<file path="config.mk">
export PLATFORM = sky130hd
export DESIGN_NAME = dcwb_channel
export DESIGN_NICKNAME = d
export VERILOG_FILES = /design/src/dcwb_pkg.sv /design/src/dcwb_channel.sv
export VERILOG_INCLUDE_DIRS = /design/src
export SDC_FILE = /design/constraint.sdc
export NUM_CORES = 1
export LEC_CHECK = 0
export ABC_AREA = 0
export BUFFER_PORTS_ARGS = -buffer_cell sky130_fd_sc_hd__buf_2
export CORE_UTILIZATION = 55
export CTS_CLUSTER_DIAMETER = 100
export CTS_CLUSTER_SIZE = 30
export DETAILED_ROUTE_END_ITERATION = 8
export PLACE_DENSITY = 0.77
export SYNTH_ARGS = -nofsm -noshare
export SYNTH_HDL_FRONTEND = slang
export SYNTH_SLANG_ARGS = --single-unit
</file>
<file path="constraint.sdc">
create_clock -name CLK -period 3.5 [get_ports CLK]
set_input_delay 0.7 -clock CLK [delete_from_list [all_inputs] [get_ports CLK]]
set_output_delay 0.7 -clock CLK [all_outputs]
set_load 0.02 [all_outputs]
</file>
<file path="src/dcwb_map.svh">
// Register offsets, field positions and reset values of the write burst block
`ifndef DCWB_MAP_SVH
`define DCWB_MAP_SVH

`define DCWB_OFF_CCR     8'h00
`define DCWB_OFF_DADDR   8'h04
`define DCWB_OFF_CMD     8'h08
`define DCWB_OFF_SEC     8'h0C
`define DCWB_OFF_STATUS  8'h10
`define DCWB_OFF_MASK    8'h14
`define DCWB_OFF_STATE   8'h18

`define DCWB_CCR_DPROT   24:22
`define DCWB_CCR_NSBIT   23
`define DCWB_CCR_DLEN    21:18
`define DCWB_CCR_DSIZE   17:15
`define DCWB_CCR_DINC    14
`define DCWB_CCR_SC2     13
`define DCWB_CCR_SC1     12
`define DCWB_CCR_SC0     11

`define DCWB_CMD_START   0
`define DCWB_CMD_CLRABT  1
`define DCWB_SEC_BIT     0
`define DCWB_STS_DONE    0
`define DCWB_STS_ABORT   1

`define DCWB_RST_WORD    32'h0000_0000
`define DCWB_RST_SEC     1'b0
`define DCWB_RST_STS     2'h0
`define DCWB_ONE_BEAT    9'h001

`endif

</file>
<file path="src/dcwb_pkg.sv">
// Types shared by the write burst block
package dcwb_pkg;

    typedef enum logic [2:0] {
        DCWB_IDLE  = 3'b001,
        DCWB_ADDR  = 3'b010,
        DCWB_ABORT = 3'b100
    } dcwb_state_t;

    // One write address request
    typedef struct packed {
        logic        valid;
        logic [31:0] addr;
        logic [3:0]  len;
        logic [2:0]  size;
        logic [1:0]  burst;
        logic [2:0]  prot;
    } dcwb_aw_t;

    typedef struct packed {
        logic [31:0] ccr;
        logic [31:0] daddr;
        logic        sec;
        logic [1:0]  sts;
        logic [1:0]  msk;
        dcwb_state_t st;
        logic [31:0] rdata;
        logic [8:0]  store_bytes;
        dcwb_aw_t    aw;
    } dcwb_regs_t;

endpackage

</file>
<file path="src/dcwb_channel.sv">
// One channel's destination write burst attributes and write address issue
//
// Notes on behaviour
// - Only a channel in the secure state may issue a write with the secure protection bit one low.
// - A non-secure channel whose destination protection bit one is low aborts instead of writing.
// - The destination burst length field gives beats per burst as its value plus one.
// - Each store moves beats times bytes per beat out of the shared data queue.
// - The write burst length is driven straight from the destination burst length field.
// - The destination beat size field codes 1 to 16 bytes per beat; codes above four are reserved.
// - The write transfer size is driven straight from the destination beat size field.
// - The destination increment bit picks fixed or incrementing bursts on burst type bit zero.
// - The source cache field bits drive the read cache attributes, bit 13 to bit 2 and bit 12 to bit 1.
// - The destination protection field drives the three write protection signals bit for bit.
//
// The implementer's own choices: the register offsets and the strobed register port.
`timescale 1ns/1ps
`include "dcwb_map.svh"

module dcwb_channel
    import dcwb_pkg::*;
(
    input  wire logic        CLK,
    input  wire logic        RST_N,
    input  wire logic [7:0]  ADDR,
    input  wire logic [31:0] WDATA,
    input  wire logic        WR,
    input  wire logic        RD,
    output logic      [31:0] RDATA,
    output dcwb_aw_t         AW,
    input  wire logic        AWREADY,
    output logic      [3:0]  ARCACHE,
    output logic      [8:0]  STORE_BYTES,
    output logic             STORE_GO,
    output logic             IRQ
);

    // *****************************************************************
    // State
    // *****************************************************************
    dcwb_regs_t r_ff;
    dcwb_regs_t nxt_r;

    logic       start;
    logic       clr_abt;
    logic       ns_secure_req;
    logic [1:0] ev;
    logic [8:0] beats;

    // *****************************************************************
    // Next state
    // *****************************************************************
    always_comb begin
        nxt_r   = r_ff;
        ev      = 2'h0;
        start   = WR && (ADDR == `DCWB_OFF_CMD) && WDATA[`DCWB_CMD_START];
        clr_abt = WR && (ADDR == `DCWB_OFF_CMD) && WDATA[`DCWB_CMD_CLRABT];
        ns_secure_req = !r_ff.sec && !r_ff.ccr[`DCWB_CCR_NSBIT];
        beats   = {5'h00, r_ff.ccr[`DCWB_CCR_DLEN]} + `DCWB_ONE_BEAT;

        // Configuration other than the mask is frozen while a burst is being offered
        if (WR && (r_ff.st != DCWB_ADDR)) begin
            case (ADDR)
                `DCWB_OFF_CCR:   nxt_r.ccr = WDATA;
                `DCWB_OFF_DADDR: nxt_r.daddr = WDATA;
                `DCWB_OFF_SEC:   nxt_r.sec = WDATA[`DCWB_SEC_BIT];
                default: ;
            endcase
        end
        if (WR && (ADDR == `DCWB_OFF_MASK)) begin
            nxt_r.msk = WDATA[1:0];
        end

        case (r_ff.st)
            DCWB_IDLE: begin
                if (start) begin
                    if (ns_secure_req) begin
                        nxt_r.st = DCWB_ABORT;
                        ev[`DCWB_STS_ABORT] = 1'b1;
                    end else begin
                        nxt_r.st          = DCWB_ADDR;
                        nxt_r.aw.valid    = 1'b1;
                        nxt_r.aw.addr     = r_ff.daddr;
                        nxt_r.aw.len      = r_ff.ccr[`DCWB_CCR_DLEN];
                        nxt_r.aw.size     = r_ff.ccr[`DCWB_CCR_DSIZE];
                        nxt_r.aw.burst    = {1'b0, r_ff.ccr[`DCWB_CCR_DINC]};
                        nxt_r.aw.prot     = r_ff.ccr[`DCWB_CCR_DPROT];
                        // Reserved size codes give the same shifted count, wrapped to 9 bits
                        nxt_r.store_bytes = 9'(beats << r_ff.ccr[`DCWB_CCR_DSIZE]);
                    end
                end
            end
            DCWB_ADDR: begin
                if (AWREADY) begin
                    nxt_r.st       = DCWB_IDLE;
                    nxt_r.aw.valid = 1'b0;
                    ev[`DCWB_STS_DONE] = 1'b1;
                end
            end
            DCWB_ABORT: begin
                // Held until software acknowledges the fault
                if (clr_abt) begin
                    nxt_r.st = DCWB_IDLE;
                end
            end
            default: begin
                nxt_r.st       = DCWB_IDLE;
                nxt_r.aw.valid = 1'b0;
            end
        endcase

        // Sticky events: a set in the clearing cycle wins
        if (WR && (ADDR == `DCWB_OFF_STATUS)) begin
            nxt_r.sts = r_ff.sts & ~WDATA[1:0];
        end
        nxt_r.sts = nxt_r.sts | ev;

        nxt_r.rdata = `DCWB_RST_WORD;
        if (RD) begin
            case (ADDR)
                `DCWB_OFF_CCR:    nxt_r.rdata = r_ff.ccr;
                `DCWB_OFF_DADDR:  nxt_r.rdata = r_ff.daddr;
                `DCWB_OFF_SEC:    nxt_r.rdata = {31'h0000_0000, r_ff.sec};
                `DCWB_OFF_STATUS: nxt_r.rdata = {30'h0000_0000, r_ff.sts};
                `DCWB_OFF_MASK:   nxt_r.rdata = {30'h0000_0000, r_ff.msk};
                `DCWB_OFF_STATE:  nxt_r.rdata = {20'h0_0000, r_ff.store_bytes, r_ff.st};
                default:          nxt_r.rdata = `DCWB_RST_WORD;
            endcase
        end
    end

    // *****************************************************************
    // Registers
    // *****************************************************************
    always_ff @(posedge CLK) begin
        if (!RST_N) begin
            r_ff.ccr         <= `DCWB_RST_WORD;
            r_ff.daddr       <= `DCWB_RST_WORD;
            r_ff.sec         <= `DCWB_RST_SEC;
            r_ff.sts         <= `DCWB_RST_STS;
            r_ff.msk         <= `DCWB_RST_STS;
            r_ff.st          <= DCWB_IDLE;
            r_ff.rdata       <= `DCWB_RST_WORD;
            r_ff.store_bytes <= 9'h000;
            r_ff.aw          <= '0;
        end else begin
            r_ff <= nxt_r;
        end
    end

    // *****************************************************************
    // Outputs
    // *****************************************************************
    assign RDATA       = r_ff.rdata;
    assign AW          = r_ff.aw;
    assign STORE_BYTES = r_ff.store_bytes;
    assign STORE_GO    = r_ff.aw.valid && AWREADY;
    // Bit 3 tied low; software keeps bits 2:1 off the illegal pair
    assign ARCACHE     = {1'b0, r_ff.ccr[`DCWB_CCR_SC2], r_ff.ccr[`DCWB_CCR_SC1], r_ff.ccr[`DCWB_CCR_SC0]};
    assign IRQ         = |(r_ff.sts & r_ff.msk);

endmodule

</file>
==> flow_summary.ini <==
[global_route]
grt_pass1_wl_mm = 26.00
grt.total_usage_pct = 25.54
grt-ovfl-total = 0
antenna_found_initial = 0
grt_max_degree = 76
first_global_vias = 5206

[synth]
synth_top_cell_by_area = dfxtp_1
yosysWarnings = 0
synth-async-reset-ratio_pct = 0
postSynthCellCount = 846
ys.flop_type = dfxtp_1
yosys-top-cells-area = dfxtp_1, nand2_1, a21boi_0
synth-seq-cells = 157
synth_edf_count = 0
netlist.area_leader.share_pct = 45.16
synth.avg_cell_area_um2 = 8.227
synth_area_um2 = 6960
synth_cell_types = 51
ys_seq_area_share_pct = 45.16

[cells_and_area]
stdcell_area_um2 = 7734
finish.utilization_pct = 63.59
area.growth.synth_to_final_pct = 11.11
fillers = 1054
nets = 917
insertedDiodeCount = 0
drive_above_1_share_pct = 22.17
layout_common_cells = nand2_1, dfxtp_1, buf_2
final_common_cell = nand2_1

[drt]
post-route-drc-count = 0
drt_iter0_markers = 440
vias_per_cell = 5.352
vias = 5630
ant_nets = 0
wl_per_cell_um = 15.48
first_pass_iters = 5
routed_wl_mm = 16.28

[cts]
clk_pin_slew_ns = 0.06
clock_latency_ns = 0.42
post_cts_resized = 0
root_buffer = clkbuf_16
clock-sinks = 157
cts_tree = yes
numCtsBuffers = 17
h-tree-depth = 4
cts_setup_buffers = 0
cts_buffer_depth = 2
hold_buffers = 0

[min_path]
worstHoldPathType = flip-flop to flip-flop
whs_path_depth = 2

[critical_path]
crit_arrival_ns = 2.95
reg2reg_depth = 6
cp-end-kind = flip-flop
critPathLaunchType = input pin
critPathRequiredTime_ns = 3.80
worstPathMaxFanout = 27
r2r_slack_ns = 1.48
path_class = input pin to flip-flop

[timing]
final_hold_viol_count = 0
setup_violations = 0
min_period_ns = 2.642
relSlewSlack_pct = 64.97
timing.final.crit_share_pct = 75.50
fmax_mhz = 378.4
grt_setup_unrepaired = false
hold_slack_ns = 0.4566
slew_viol_final = 0
tightest_slew_ns = 0.5250
clock_skew_ns = 0.005203
setup_tns_ns = 0

[job]
cap_violations = 0

[die]
dieArea_um2 = 13110
die_width_um = 114.5
die_y_um = 114.5
std_cell_rows = 40
start_util_pct = 57.23
core_um2 = 12160
ios = 137

[run_status]
status = finished, final reports clean

[placement]
dpl_cell_area_um2 = 7126
globalplace.congestion = 0.8534
dpl.hpwl_mm = 10.46
io_buffers = 134

[power]
ir_worst_vdd_mv = 0.3296
p_per_area_nw_per_um2 = 493.7
p_leak_nw = 2.948
## Yosys cell counts, types with 2 or more instances
cell      count
nand2_1     231
nor2_1       51
nand4b_1      3
and4b_1       2
a22oi_1      32
clkbuf_1     53
mux2i_1       4
nand3b_1      3
nand4_1       3
nand2b_1      2
nor2b_1       5
dfxtp_1     157
and2_1        6
inv_1         7
buf_4        90
nand3_1       7
buf_2         4
o21ai_0      10
xor2_1        2
nor3_1        7
a211oi_1      2
a21boi_0    110
a21oi_1      20
nor3b_1       3
mux2_2        2
or3_1         2
a22o_1        2
a31oi_1       2
or3b_2        2
## critical path, stage by stage
cell and delay, ns:
buf_2 0.16, or4_4 0.53, or3_4 0.43, or3_2 0.55, buf_4 0.29, a211oi_1 0.21
nor3b_1 0.07
## power breakdown
group	internal, mW	switching [mW]	total (mW)
registers	1.79	0.00521	1.80
clock network	1.19	0.719	1.91
logic	0.0490	0.0634	0.112
total	3.03	0.788	3.82
## sequential cells by signal (all words and copies together) (netlist names)
signal,flops
STORE_BYTES,9
r_ff,69
ARCACHE,3
RDATA,32
AW,44
## per-layer routing
metal	part of all wire (%)	track usage, %	vias up
met5	0	0	-
met4	1.6	9.697	0
met3	5.3	4.870	23
met2	48	42.55	192
met1	46	32.80	2654
li1	-	-	2761
## final cells by class
cell class	count	area (um2)	area share, %
flip-flops and latches	157	3143	40.64
multi-input cells	534	2910	37.63
well taps	168	210.2	2.718
repair buffers	154	835.8	10.81
clock buffers	21	440.4	5.695
inverters	7	26.28	0.3398
clock inverters	11	167.7	2.168
## worst paths after layout
check | start | endpoint
hold reg to reg | AW[36]$_SDFFE_PN0P_ | AW[36]$_SDFFE_PN0P_
setup / recovery | ADDR[4] | STORE_BYTES[4]$_SDFFE_PN0P_
setup reg to reg | r_ff[87]$_SDFFE_PN0P_ | STORE_BYTES[4]$_SDFFE_PN0P_
hold / removal | AW[36]$_SDFFE_PN0P_ | AW[36]$_SDFFE_PN0P_
## kinds of logic after synthesis
family | share of synthesized area [%]
fa+ha+maj | 0.1797
other cells | 0.05388
mux | 1.222
xor+xnor | 0.3776
simple gates | 20.33
flops | 45.16
compound gates | 19.23
buf+inv | 13.45
## through the flow
stage	power [mW]	setup slack, ns	instances
4_1_cts	3.833	0.8808	1052
5_1_grt	3.926	0.7936	1052
3_5_place_dp	1.945	0.4392	1020
3_3_place_gp	1.946	0.4475	1020
6_report	3.818	0.8575	1052
2_1_floorplan	1.894	0.7547	847
(Power assumes the default switching activity.)
